File: src/hw/motor_pwm_engine_defs.vh
`ifndef MOTOR_PWM_ENGINE_DEFS_VH
`define MOTOR_PWM_ENGINE_DEFS_VH

// carrier shape codes on i_carrier_shape_select
`define SHAPE_UP        2'h0
`define SHAPE_DOWN      2'h1
`define SHAPE_UPDOWN    2'h2

// per-output drive codes used in the commutation tables
`define DRV_LOW         2'h0
`define DRV_HIGH        2'h1
`define DRV_PWM         2'h2
`define DRV_PWMB        2'h3

// hall codes
`define HALL_000        3'h0
`define HALL_001        3'h1
`define HALL_010        3'h2
`define HALL_011        3'h3
`define HALL_100        3'h4
`define HALL_101        3'h5
`define HALL_110        3'h6
`define HALL_111        3'h7

// table geometry
`define TBL_ENTRIES     16
`define TBL_ALL_LOW     12'h000
`define GATE_ALL_LOW    6'h00

// counter constants
`define CNT_ZERO        11'h000
`define CNT_ONE         11'h001
`define PRE_ZERO        2'h0
`define PRE_ONE         2'h1
`define POST_ZERO       3'h0
`define POST_ONE        3'h1

`endif

File: src/hw/motor_pwm_engine.v
`timescale 1ns/1ps
`default_nettype none
`include "motor_pwm_engine_defs.vh"

module motor_pwm_engine (
    input  wire        i_mclk,                // system clock, 250 MHz
    input  wire        i_arst_n,              // async reset, active low
    input  wire [1:0]  i_carrier_shape_select,// carrier shape code
    input  wire [1:0]  i_carrier_prescale,    // prescale factor, 0 acts as 1
    input  wire [2:0]  i_carrier_postscale,   // postscale factor, 0 acts as 1
    input  wire [10:0] i_carrier_period,      // carrier period in ticks
    input  wire [7:0]  i_duty_high_reg,       // duty upper 8 bits
    input  wire [2:0]  i_duty_low_ext_reg,    // duty lower 3 bits
    input  wire [2:0]  i_hall_pins,           // hall sensor pins, async
    input  wire [2:0]  i_hall_soft,           // software hall code
    input  wire        i_hall_pin_mode,       // 1: hall from pins
    input  wire        i_rotation_direction,  // commutation direction
    input  wire        i_user_table_en,       // 1: use user table
    input  wire        i_user_table_wr,       // user table write strobe
    input  wire [3:0]  i_user_table_addr,     // {direction, hall}
    input  wire [11:0] i_user_table_data,     // six 2-bit drive codes
    input  wire        i_sine_select,         // 1: drive from sine path
    input  wire [5:0]  i_sine_gates,          // sine path gates {u,v,w,x,y,z}
    output reg  [10:0] o_carrier,             // carrier count
    output reg         o_pwm,                 // compared pwm
    output reg         o_gate_u,              // upper u gate
    output reg         o_gate_v,              // upper v gate
    output reg         o_gate_w,              // upper w gate
    output reg         o_gate_x,              // lower x gate
    output reg         o_gate_y,              // lower y gate
    output reg         o_gate_z               // lower z gate
);

    // reset synchroniser
    reg         rst_meta;                     // first stage
    reg         rst_sync_n;                   // released reset copy

    // hall synchroniser
    reg  [2:0]  hall_meta;                    // first stage, read only by next
    reg  [2:0]  hall_sync;                    // synchronised hall pins

    // carrier state
    reg  [1:0]  pre_cnt;                      // prescale counter
    reg  [2:0]  post_cnt;                     // postscale counter
    reg  [10:0] carrier;                      // carrier counter
    reg         count_down;                   // up-down phase flag
    reg  [1:0]  next_pre_cnt;
    reg  [2:0]  next_post_cnt;
    reg  [10:0] next_carrier;
    reg         next_count_down;

    // commutation
    reg  [11:0] user_table [0:`TBL_ENTRIES-1]; // user patterns
    reg  [11:0] pattern;                      // selected pattern
    reg  [5:0]  next_gate;                    // muxed gate vector
    wire [2:0]  hall_code;                    // active hall code
    wire [10:0] duty;                         // assembled duty
    wire [1:0]  pre_lim;                      // effective prescale
    wire [2:0]  post_lim;                     // effective postscale
    wire        tick;                         // carrier advance strobe
    integer     k;

    // zero factors act as one so the carrier never stalls
    assign pre_lim  = (i_carrier_prescale  == `PRE_ZERO)  ? `PRE_ONE  : i_carrier_prescale;
    assign post_lim = (i_carrier_postscale == `POST_ZERO) ? `POST_ONE : i_carrier_postscale;
    assign tick     = (pre_cnt == pre_lim - `PRE_ONE) && (post_cnt == post_lim - `POST_ONE);
    assign duty     = {i_duty_high_reg, i_duty_low_ext_reg};
    assign hall_code = i_hall_pin_mode ? hall_sync : i_hall_soft;

    // default commutation pattern, codes ordered u v w x y z
    function [11:0] default_pattern;
        input       dir;
        input [2:0] hall;
        begin
            default_pattern = `TBL_ALL_LOW;
            if (!dir) begin
                case (hall)
                    `HALL_001: default_pattern = {`DRV_PWM, `DRV_LOW, `DRV_LOW,
                                                  `DRV_PWMB, `DRV_HIGH, `DRV_LOW};
                    `HALL_011: default_pattern = {`DRV_LOW, `DRV_LOW, `DRV_PWM,
                                                  `DRV_LOW, `DRV_HIGH, `DRV_PWMB};
                    `HALL_010: default_pattern = {`DRV_LOW, `DRV_LOW, `DRV_PWM,
                                                  `DRV_HIGH, `DRV_LOW, `DRV_PWMB};
                    `HALL_110: default_pattern = {`DRV_LOW, `DRV_PWM, `DRV_LOW,
                                                  `DRV_HIGH, `DRV_PWMB, `DRV_LOW};
                    `HALL_100: default_pattern = {`DRV_LOW, `DRV_PWM, `DRV_LOW,
                                                  `DRV_LOW, `DRV_PWMB, `DRV_HIGH};
                    `HALL_101: default_pattern = {`DRV_PWM, `DRV_LOW, `DRV_LOW,
                                                  `DRV_PWMB, `DRV_LOW, `DRV_HIGH};
                    default:   default_pattern = `TBL_ALL_LOW;
                endcase
            end else begin
                case (hall)
                    `HALL_101: default_pattern = {`DRV_LOW, `DRV_LOW, `DRV_PWM,
                                                  `DRV_HIGH, `DRV_LOW, `DRV_PWMB};
                    `HALL_100: default_pattern = {`DRV_LOW, `DRV_LOW, `DRV_PWM,
                                                  `DRV_LOW, `DRV_HIGH, `DRV_PWMB};
                    `HALL_110: default_pattern = {`DRV_PWM, `DRV_LOW, `DRV_LOW,
                                                  `DRV_PWMB, `DRV_HIGH, `DRV_LOW};
                    `HALL_010: default_pattern = {`DRV_PWM, `DRV_LOW, `DRV_LOW,
                                                  `DRV_PWMB, `DRV_LOW, `DRV_HIGH};
                    `HALL_011: default_pattern = {`DRV_LOW, `DRV_PWM, `DRV_LOW,
                                                  `DRV_LOW, `DRV_PWMB, `DRV_HIGH};
                    `HALL_001: default_pattern = {`DRV_LOW, `DRV_PWM, `DRV_LOW,
                                                  `DRV_HIGH, `DRV_PWMB, `DRV_LOW};
                    default:   default_pattern = `TBL_ALL_LOW;
                endcase
            end
        end
    endfunction

    // turn one 2-bit drive code into a gate level
    function resolve;
        input [1:0] code;
        input       pwm;
        begin
            case (code)
                `DRV_LOW:  resolve = 1'b0;
                `DRV_HIGH: resolve = 1'b1;
                `DRV_PWM:  resolve = pwm;
                default:   resolve = ~pwm;
            endcase
        end
    endfunction

    // reset release through two flops
    always @(posedge i_mclk or negedge i_arst_n) begin
        if (!i_arst_n) begin
            rst_meta   <= 1'b0;
            rst_sync_n <= 1'b0;
        end else begin
            rst_meta   <= 1'b1;
            rst_sync_n <= rst_meta;
        end
    end

    // hall pins cross into the clock domain
    always @(posedge i_mclk or negedge rst_sync_n) begin
        if (!rst_sync_n) begin
            hall_meta <= `HALL_000;
            hall_sync <= `HALL_000;
        end else begin
            hall_meta <= i_hall_pins;
            hall_sync <= hall_meta;
        end
    end

    // carrier next state: divider then shaped counter
    always @* begin
        next_pre_cnt    = pre_cnt + `PRE_ONE;
        next_post_cnt   = post_cnt;
        next_carrier    = carrier;
        next_count_down = count_down;
        // prescale wraps, postscale counts prescale wraps
        if (pre_cnt >= pre_lim - `PRE_ONE) begin
            next_pre_cnt  = `PRE_ZERO;
            next_post_cnt = post_cnt + `POST_ONE;
            if (post_cnt >= post_lim - `POST_ONE) begin
                next_post_cnt = `POST_ZERO;
            end
        end
        if (i_carrier_period == `CNT_ZERO) begin
            // no period: park the carrier
            next_carrier    = `CNT_ZERO;
            next_count_down = 1'b0;
        end else if (tick) begin
            case (i_carrier_shape_select)
                `SHAPE_UP: begin
                    next_count_down = 1'b0;
                    if (carrier >= i_carrier_period - `CNT_ONE) begin
                        next_carrier = `CNT_ZERO;
                    end else begin
                        next_carrier = carrier + `CNT_ONE;
                    end
                end
                `SHAPE_DOWN: begin
                    next_count_down = 1'b1;
                    if (carrier == `CNT_ZERO || carrier >= i_carrier_period) begin
                        next_carrier = i_carrier_period - `CNT_ONE;
                    end else begin
                        next_carrier = carrier - `CNT_ONE;
                    end
                end
                default: begin
                    // period ticks up to the peak, period ticks back down
                    if (!count_down) begin
                        if (carrier >= i_carrier_period - `CNT_ONE) begin
                            next_carrier    = i_carrier_period;
                            next_count_down = 1'b1;
                        end else begin
                            next_carrier = carrier + `CNT_ONE;
                        end
                    end else begin
                        if (carrier <= `CNT_ONE || carrier > i_carrier_period) begin
                            next_carrier    = `CNT_ZERO;
                            next_count_down = 1'b0;
                        end else begin
                            next_carrier = carrier - `CNT_ONE;
                        end
                    end
                end
            endcase
        end
    end

    // carrier registers
    always @(posedge i_mclk or negedge rst_sync_n) begin
        if (!rst_sync_n) begin
            pre_cnt    <= `PRE_ZERO;
            post_cnt   <= `POST_ZERO;
            carrier    <= `CNT_ZERO;
            count_down <= 1'b0;
        end else begin
            pre_cnt    <= next_pre_cnt;
            post_cnt   <= next_post_cnt;
            carrier    <= next_carrier;
            count_down <= next_count_down;
        end
    end

    // user table storage, written one entry per strobe
    always @(posedge i_mclk or negedge rst_sync_n) begin
        if (!rst_sync_n) begin
            for (k = 0; k < `TBL_ENTRIES; k = k + 1) begin
                user_table[k] <= `TBL_ALL_LOW;
            end
        end else if (i_user_table_wr) begin
            user_table[i_user_table_addr] <= i_user_table_data;
        end
    end

    // pattern select and output multiplexer
    always @* begin
        if (i_user_table_en) begin
            pattern = user_table[{i_rotation_direction, hall_code}];
        end else begin
            pattern = default_pattern(i_rotation_direction, hall_code);
        end
        next_gate[5] = resolve(pattern[11:10], o_pwm);
        next_gate[4] = resolve(pattern[9:8], o_pwm);
        next_gate[3] = resolve(pattern[7:6], o_pwm);
        next_gate[2] = resolve(pattern[5:4], o_pwm);
        next_gate[1] = resolve(pattern[3:2], o_pwm);
        next_gate[0] = resolve(pattern[1:0], o_pwm);
        if (i_sine_select) begin
            next_gate = i_sine_gates;
        end
    end

    // registered outputs: carrier, compare, gates
    always @(posedge i_mclk or negedge rst_sync_n) begin
        if (!rst_sync_n) begin
            o_carrier <= `CNT_ZERO;
            o_pwm     <= 1'b0;
            o_gate_u  <= 1'b0;
            o_gate_v  <= 1'b0;
            o_gate_w  <= 1'b0;
            o_gate_x  <= 1'b0;
            o_gate_y  <= 1'b0;
            o_gate_z  <= 1'b0;
        end else begin
            o_carrier <= carrier;
            o_pwm     <= (carrier < duty);
            o_gate_u  <= next_gate[5];
            o_gate_v  <= next_gate[4];
            o_gate_w  <= next_gate[3];
            o_gate_x  <= next_gate[2];
            o_gate_y  <= next_gate[1];
            o_gate_z  <= next_gate[0];
        end
    end

endmodule
`default_nettype wire

File: config.mk
export PLATFORM = sky130hd
export DESIGN_NAME = motor_pwm_engine
export DESIGN_NICKNAME = d
export VERILOG_FILES = /design/src/hw/motor_pwm_engine.v
export VERILOG_INCLUDE_DIRS = /design/src /design/src/hw
export SDC_FILE = /design/constraint.sdc
export NUM_CORES = 1
export LEC_CHECK = 0
export BUFFER_PORTS_ARGS = -buffer_cell sky130_fd_sc_hd__clkbuf_2
export CAP_MARGIN = 20
export CELL_PAD_IN_SITES_DETAIL_PLACEMENT = 0
export CELL_PAD_IN_SITES_GLOBAL_PLACEMENT = 1
export CORE_UTILIZATION = 50
export CTS_CLUSTER_DIAMETER = 150
export CTS_CLUSTER_SIZE = 10
export DETAILED_ROUTE_END_ITERATION = 16
export GPL_ROUTABILITY_DRIVEN = 0
export GPL_TIMING_DRIVEN = 1
export PLACE_DENSITY = 0.84
export RECOVER_POWER = 50
export SLEW_MARGIN = 20
export SYNTH_ARGS = -nofsm -noshare
export SYNTH_HDL_FRONTEND = slang
export SYNTH_SLANG_ARGS = --single-unit
File: constraint.sdc
create_clock -name i_mclk -period 8.86 [get_ports i_mclk]
set_input_delay 0.886 -clock i_mclk [delete_from_list [all_inputs] [get_ports i_mclk]]
set_output_delay 0.886 -clock i_mclk [all_outputs]
set_load 0.03 [all_outputs]
Yosys cells after proc, flatten, opt, wreduce, memory -nomap -nowiden --
Cells that the tools add are included.
Word-level totals: bits in registers 235, bits of input ports 64, output and inout bits 18, logic and storage cells 125
Operators by class: add/subtract/negate cells 7, order comparisons 10, equality and inequality tests 21, mux-type cells 36, bitwise gates (word level) 3, reductions and logical operators 16
Operators with widths (number):
- 192-bit bitwise mux | 1
- 12-bit one-hot mux with 6 select lines | 2
- 11-bit 2-to-1 mux | 7
- 12-bit 2-to-1 mux | 5
- 12-bit binary-select mux with 4-bit select | 1
- 12-bit demux with 4-bit select | 1
- 11-bit greater-or-equal comparator | 2
- 11-bit logical NOT | 2
- 11-bit one-hot mux with 2 select lines | 1
- 11-bit by 1-bit subtractor with 11-bit output (second input constant) | 2
- 1-bit one-hot mux with 3 select lines | 6
- 2-bit logical NOT | 8
- 2-bit by 1-bit == test with 1-bit output (second input constant) | 7
- 2-bit == test (second input constant) | 6
- 11-bit by 1-bit adder with 11-bit output (second input constant) | 1
- 11-bit > comparator | 1
- 11-bit by 1-bit <= comparator with 1-bit output (second input constant) | 1
- 11-bit < comparator | 1
- 5-bit greater-or-equal comparator (second input constant) | 2
- 4-bit NOT with 5-bit output | 2
- 3-bit == test (second input constant) | 3
- 3-bit 2-to-1 mux | 3
- 3-bit by 2-bit == test with 1-bit output (second input constant) | 2
- 6-bit 2-to-1 mux | 1
- 18 further kinds | 25

Logic depth before layout (Yosys ltp) --
word-level depth 9, gate-level depth with buffers 15, depth with buffers taken out 13

Worst setup path before layout --
OpenSTA, ideal clock, no wires.
path kind input port to flip-flop, start point input port i_carrier_period[0], end point register carrier[7], setup time 0.094 ns, arrival 4.238 ns, setup slack 4.528 ns, cell stages on the path 15, cell sequence inv_1 -> ha_1 -> nor3b_1 -> nand2_1 -> nor4_1 -> nor2_1 -> ha_1 -> a21oi_1 -> o221a_2 -> clkbuf_1 -> o21a_1 -> buf_2 -> mux2_2 -> o2111a_1 -> a211oi_1
Between the ends: cells in the longest elaborated chain, start to end 7
Ends and longest elaborated chain:
- start: declaration | RTL line motor_pwm_engine.v:11 | input wire [10:0] i_carrier_period,
- 11-bit by 1-bit subtractor with 11-bit output (no source line) / 11-bit > comparator (equally long branches)
- 11-bit greater-or-equal comparator (no source line) / 1-bit logical OR (equally long branches)
- 11-bit 2-to-1 mux, on equally long branches | RTL line motor_pwm_engine.v:187, motor_pwm_engine.v:194
- 11-bit 2-to-1 mux | RTL line motor_pwm_engine.v:186 | if (!count_down) begin
- 11-bit one-hot mux with 2 select lines | RTL line motor_pwm_engine.v:167 | case (i_carrier_shape_select)
- 11-bit 2-to-1 mux | RTL line motor_pwm_engine.v:166 | end else if (tick) begin
- 11-bit 2-to-1 mux | RTL line motor_pwm_engine.v:162 | if (i_carrier_period == `CNT_ZERO) begin
- end signal: assignment | RTL line motor_pwm_engine.v:211 | carrier <= `CNT_ZERO;
- end signal: assignment | RTL line motor_pwm_engine.v:216 | carrier <= next_carrier;
- end: declaration | RTL line motor_pwm_engine.v:45 | reg [10:0] carrier;
Parallel ways exist; a longest one is shown, timed or not. The select of a mux whose other input is x is not followed. A chain may end at the register's enable or synchronous reset.

==> results <==
- The flow ran to the end, but the final reports show violations.
- The final reports fail on max-capacitance violations, max-slew violations.
- The detailed router's first-iteration violation count is 606.
- At the later pin of the worst-skew pair, clock insertion delay measures 0.51 ns.
- The worst setup path is captured at an asynchronous set/reset pin.
- The part of the Yosys area used for sequential elements is 45.3%.
- The final layout contains routed wiring with a total length of 32.7 mm.
- The count of nets left with antenna violations once routing finished came out at 0.
- For this run, the total global-route usage over all layers was measured as 25.3%.
- The initialized floorplan defines 58 standard-cell rows.
- The post-detailed-placement half-perimeter wirelength is 21.7 mm.
- After synthesis, the cell types taking the most area are sky130_fd_sc_hd__dfrtp_1 (45%), sky130_fd_sc_hd__mux2_2 (17%), sky130_fd_sc_hd__mux2i_1 (5.3%).
- In this run the horizontal extent of the chip is 163 um.
- The synthesized design contains 235 register bits.
- The number of buffers inserted during clock tree synthesis is 27.
- Clock skew on the completed layout was measured at 0.00745 ns.
- Of the total synthesized cell area, the portion taken by full adders, half adders and majority gates is 4.72%.
- The final net count is 1329.
- The max-slew violation count is 147.
- The first-pass detailed-route iteration total is 5.
- The top-area cell type share of the netlist area is 45.3%.
- The setup check on the worst reg-to-reg path leaves a slack of 4.19 ns.
- The share of the synthesized area in compound gates (AO/OA/AOI/OAI) is 10.2%.
- For the finished layout, the period the worst path requires is 4.67 ns.
- From bottom edge to top edge, the die measures 163 um.
- The most critical setup path has its endpoint at user_table[156]$_DFFE_PN0P_.
- In this run the deepest clock path goes through 3 buffers.
- The number of buffers added on ports is 81.
- The number of top-level pins is 82.
- Clock-pin slew was measured on the worst setup and hold paths at 0.05 ns.
- Based on the critical path, the design can be clocked at up to 0.214 GHz.
- The cell count after synthesis is 1165.
- The dominant combinational cell family by area after synthesis is multiplexers.
- VDD sags by at most 0.000159 V.
- The per-cell via count in the routed design is 6.09.
- The transition time at the pin with the least slew margin is 3.58 ns.
- The via count of the first global-routing pass came to 9449.
- Detailed routing inserted a total of 9415 vias.
- The worst register-to-register path begins at rst_sync_n$_DFF_PN0_.
- The total count of hold-check failures in the final report is 0.
- The worst register-to-register path has a depth of 2.
- Counting every net in the synthesized netlist gives 1278.
- Summing every instance area after synthesis gives 13000 um^2.
- The mux cell area share after synthesis is 24.2%.
- Summed over all layers, the global routing overflow is 0.
- The number of H-tree branching levels is 1.
- Summed over all cells, the static leakage comes to 6.41 nW.
- The sum of negative setup slack is 0 ns.
- The number of setup violations in the final report is 0.
- The launching element type of the critical path is a flop.
- Setup repair after global routing left no endpoint under its margin.
- The share of flip-flops with an asynchronous set or reset is 100%.
- The die outline area is 26600 um^2.
- The xor and xnor fraction of the mapped netlist area is 1.89%.
- Yosys mapped a number of flops with a built-in enable equal to 0.
- In this run the worst path has a maximum fanout of 68.
- The total number of clock tree sinks is 235.
- For this configuration, the core starts out at a cell density of 51.3%.
- OpenSTA, run right after detailed placement, puts the worst setup slack at 3.87 ns.
- TritonCTS built the clock tree.
- Summed over all instances, the cell type with the most area after synthesis is sky130_fd_sc_hd__dfrtp_1.
- The count of warnings emitted by yosys is 0.
- At the worst endpoint, the arrival time is 5.23 ns.
- The region available for standard cell placement spans 25300 um^2.
- The required time of the worst setup path is 9.42 ns.
- The global-route wire length before repair is 52.2 mm.
- After clock tree synthesis, the setup repair step added 0 buffers.
- Gates resized during post-CTS repair numbered 0.
- In the post-route analysis, the smallest setup slack over all paths is 4.19 ns.
- The dominant synthesized flop cell is sky130_fd_sc_hd__dfrtp_1.
- Compared with the post-synthesis result, the final layout area differs by 9.74%.
- The period utilization is 52.7%.
- Tracing the worst setup path back leads to its startpoint at rst_sync_n$_DFF_PN0_.
- The initial antenna violation count was 1.
- Entering global routing, the biggest net connects 82 pins.
- In this run the mean area of a mapped cell was 11.1 um^2.
- The root buffer cell is sky130_fd_sc_hd__clkbuf_16.
- The worst slew margin relative to its limit is -139%.
- The worst min-delay path category is primary input to asynchronous set/reset pin.
- The capture point of the worst reg-to-reg path is user_table[156]$_DFFE_PN0P_.
- After detailed routing, the average wire length per cell comes to 21.2 um.
- The number of hold-repair buffers added at the cts stage is 0.
- Of the cells placed in the final design, the portion with a size suffix greater than 1 is 25.7%.
- The basic-gate share of the synthesized area counting and, or, nand and nor cells is 10.1%.
- The type of the setup path with the least slack is flop to asynchronous set/reset pin.
- The number of different library cells in the post-synthesis netlist is 70.
- The max-capacitance violation count is 7.
- The power per cell area is 256 nW/um^2.
- In the routed design, unresolved DRC markers number 0.
cell usage in the layout (no fill, tap or decap), drive strengths merged, types with 4 or more instances in the layout:
| master | instances |
|---|---|
| mux4 | 10 |
| a32o | 6 |
| mux2 | 196 |
| xnor2 | 18 |
| nand2b | 13 |
| a21oi | 22 |
| nor3 | 11 |
| o211a | 6 |
| ha | 49 |
| a311oi | 5 |
| buf | 9 |
| a221oi | 7 |
| o31ai | 5 |
| a31oi | 8 |
| and2 | 6 |
| nand2 | 107 |
| nand4 | 7 |
| o21ai | 44 |
| dfrtp | 235 |
| a21o | 12 |
| mux2i | 70 |
| nor2 | 63 |
| clkbuf | 112 |
| nand3 | 34 |
| or3 | 7 |
| and3 | 10 |
| o211ai | 14 |
| xor2 | 10 |
| inv | 36 |
| a32oi | 10 |
| a2111oi | 4 |
| nand3b | 7 |
| a211oi | 8 |
| o21a | 4 |
| nor4 | 7 |
registers in the layout, indices dropped and copies added, names as in the netlist, 2 cells and up:
name,cells
post_cnt,3
hall_meta,3
pre_cnt,2
carrier,11
hall_sync,3
o_carrier,11
user_table,192
synthesized netlist by cell type (4+ instances only):
master                     count
sky130_fd_sc_hd__dfrtp_1     235
sky130_fd_sc_hd__mux2_2      196
sky130_fd_sc_hd__nand2_1     107
sky130_fd_sc_hd__mux2i_1      69
sky130_fd_sc_hd__nor2_1       63
sky130_fd_sc_hd__clkbuf_1     54
sky130_fd_sc_hd__ha_1         49
sky130_fd_sc_hd__o21ai_0      42
sky130_fd_sc_hd__inv_1        36
sky130_fd_sc_hd__nand3_1      34
sky130_fd_sc_hd__a21oi_1      22
sky130_fd_sc_hd__xnor2_1      18
sky130_fd_sc_hd__o211ai_1     14
sky130_fd_sc_hd__nand2b_1     13
sky130_fd_sc_hd__a21o_1       12
sky130_fd_sc_hd__nor3_1       11
sky130_fd_sc_hd__a32oi_1      10
sky130_fd_sc_hd__and3_1       10
sky130_fd_sc_hd__mux4_2       10
sky130_fd_sc_hd__xor2_1       10
sky130_fd_sc_hd__buf_2         9
sky130_fd_sc_hd__a211oi_1      8
sky130_fd_sc_hd__a31oi_1       8
sky130_fd_sc_hd__a221oi_1      7
sky130_fd_sc_hd__nand3b_1      7
sky130_fd_sc_hd__nand4_1       7
sky130_fd_sc_hd__nor4_1        7
sky130_fd_sc_hd__or3_1         7
sky130_fd_sc_hd__a32o_1        6
sky130_fd_sc_hd__o211a_1       6
sky130_fd_sc_hd__o31ai_1       5
sky130_fd_sc_hd__a311oi_1      4
sky130_fd_sc_hd__o21a_1        4
final cells by class:
class,count,area (um^2)
Sequential cell,235,5880
Clock inverter,1,7.51
Fill cell,2201,11100
Inverter,39,148
Antenna cell,1,2.50
Tap cell,330,413
Timing Repair Buffer,93,460
Multi-Input combinational cell,820,6660
Clock buffer,28,679
metrics by stage:
step / cells / hold WS [ns] / util (%) / total power, W / instance area [um^2]
finish: 1547 / 0.141 / 56.3 / 0.00365 / 14300
global route: 1547 / 0.131 / 56.3 / 0.00387 / 14300
CTS: 1546 / 0.124 / 56.5 / 0.00368 / 14300
detailed placement: 1517 / 0.271 / 53.8 / 0.00273 / 13600
global placement: 1517 / 0.274 / 53.8 / 0.00270 / 13600
floorplan: 1165 / 0.331 / - / 0.00241 / 13000
cell families after synthesis:
kind of cell / after synthesis
DFF: 235
muxes: 276
AOI/OAI and AO/OA: 183
buffers and inverters: 110
adders and majority gates: 49
xor gates and xnor gates: 28
and+or+nand+nor: 283
other: 1
routing by layer:
metal  vias up  GRT usage, %  wire [um]
met5         -             0          0
met3        77          2.95       1630
met1      4698          33.5      14200
met2       310          42.7      15900
met4         0          8.92       1050
li1       4330             -          -
worst min path at each step:
stage | start | endpoint | slack (ns) | cells after the start
2_1_floorplan | hall_meta[0]$_DFF_PN0_ | hall_sync[0]$_DFF_PN0_ | 0.33 | 0
3_3_place_gp | rst_sync_n$_DFF_PN0_ | o_carrier[1]$_DFF_PN0_ | 0.27 | 0
3_5_place_dp | rst_sync_n$_DFF_PN0_ | o_carrier[1]$_DFF_PN0_ | 0.27 | 0
4_1_cts | i_arst_n | rst_sync_n$_DFF_PN0_ | 0.12 | 1
5_1_grt | i_arst_n | rst_meta$_DFF_PN0_ | 0.13 | 1
6_report | i_arst_n | rst_sync_n$_DFF_PN0_ | 0.14 | 1
critical path: stages (launching register included):
cell and delay [ns]:
sky130_fd_sc_hd__dfrtp_1 1.14, sky130_fd_sc_hd__clkbuf_1 2.57, sky130_fd_sc_hd__buf_4 0.91
power breakdown:
group          internal (W)  total, W  leakage, nW  switching [W]
Clock              0.000534  0.000934        0.334       0.000400
Sequential          0.00134   0.00156         2.88       0.000225
Combinational      0.000525   0.00115         3.20       0.000629
Note: power is estimated with default switching activity, not from simulation.
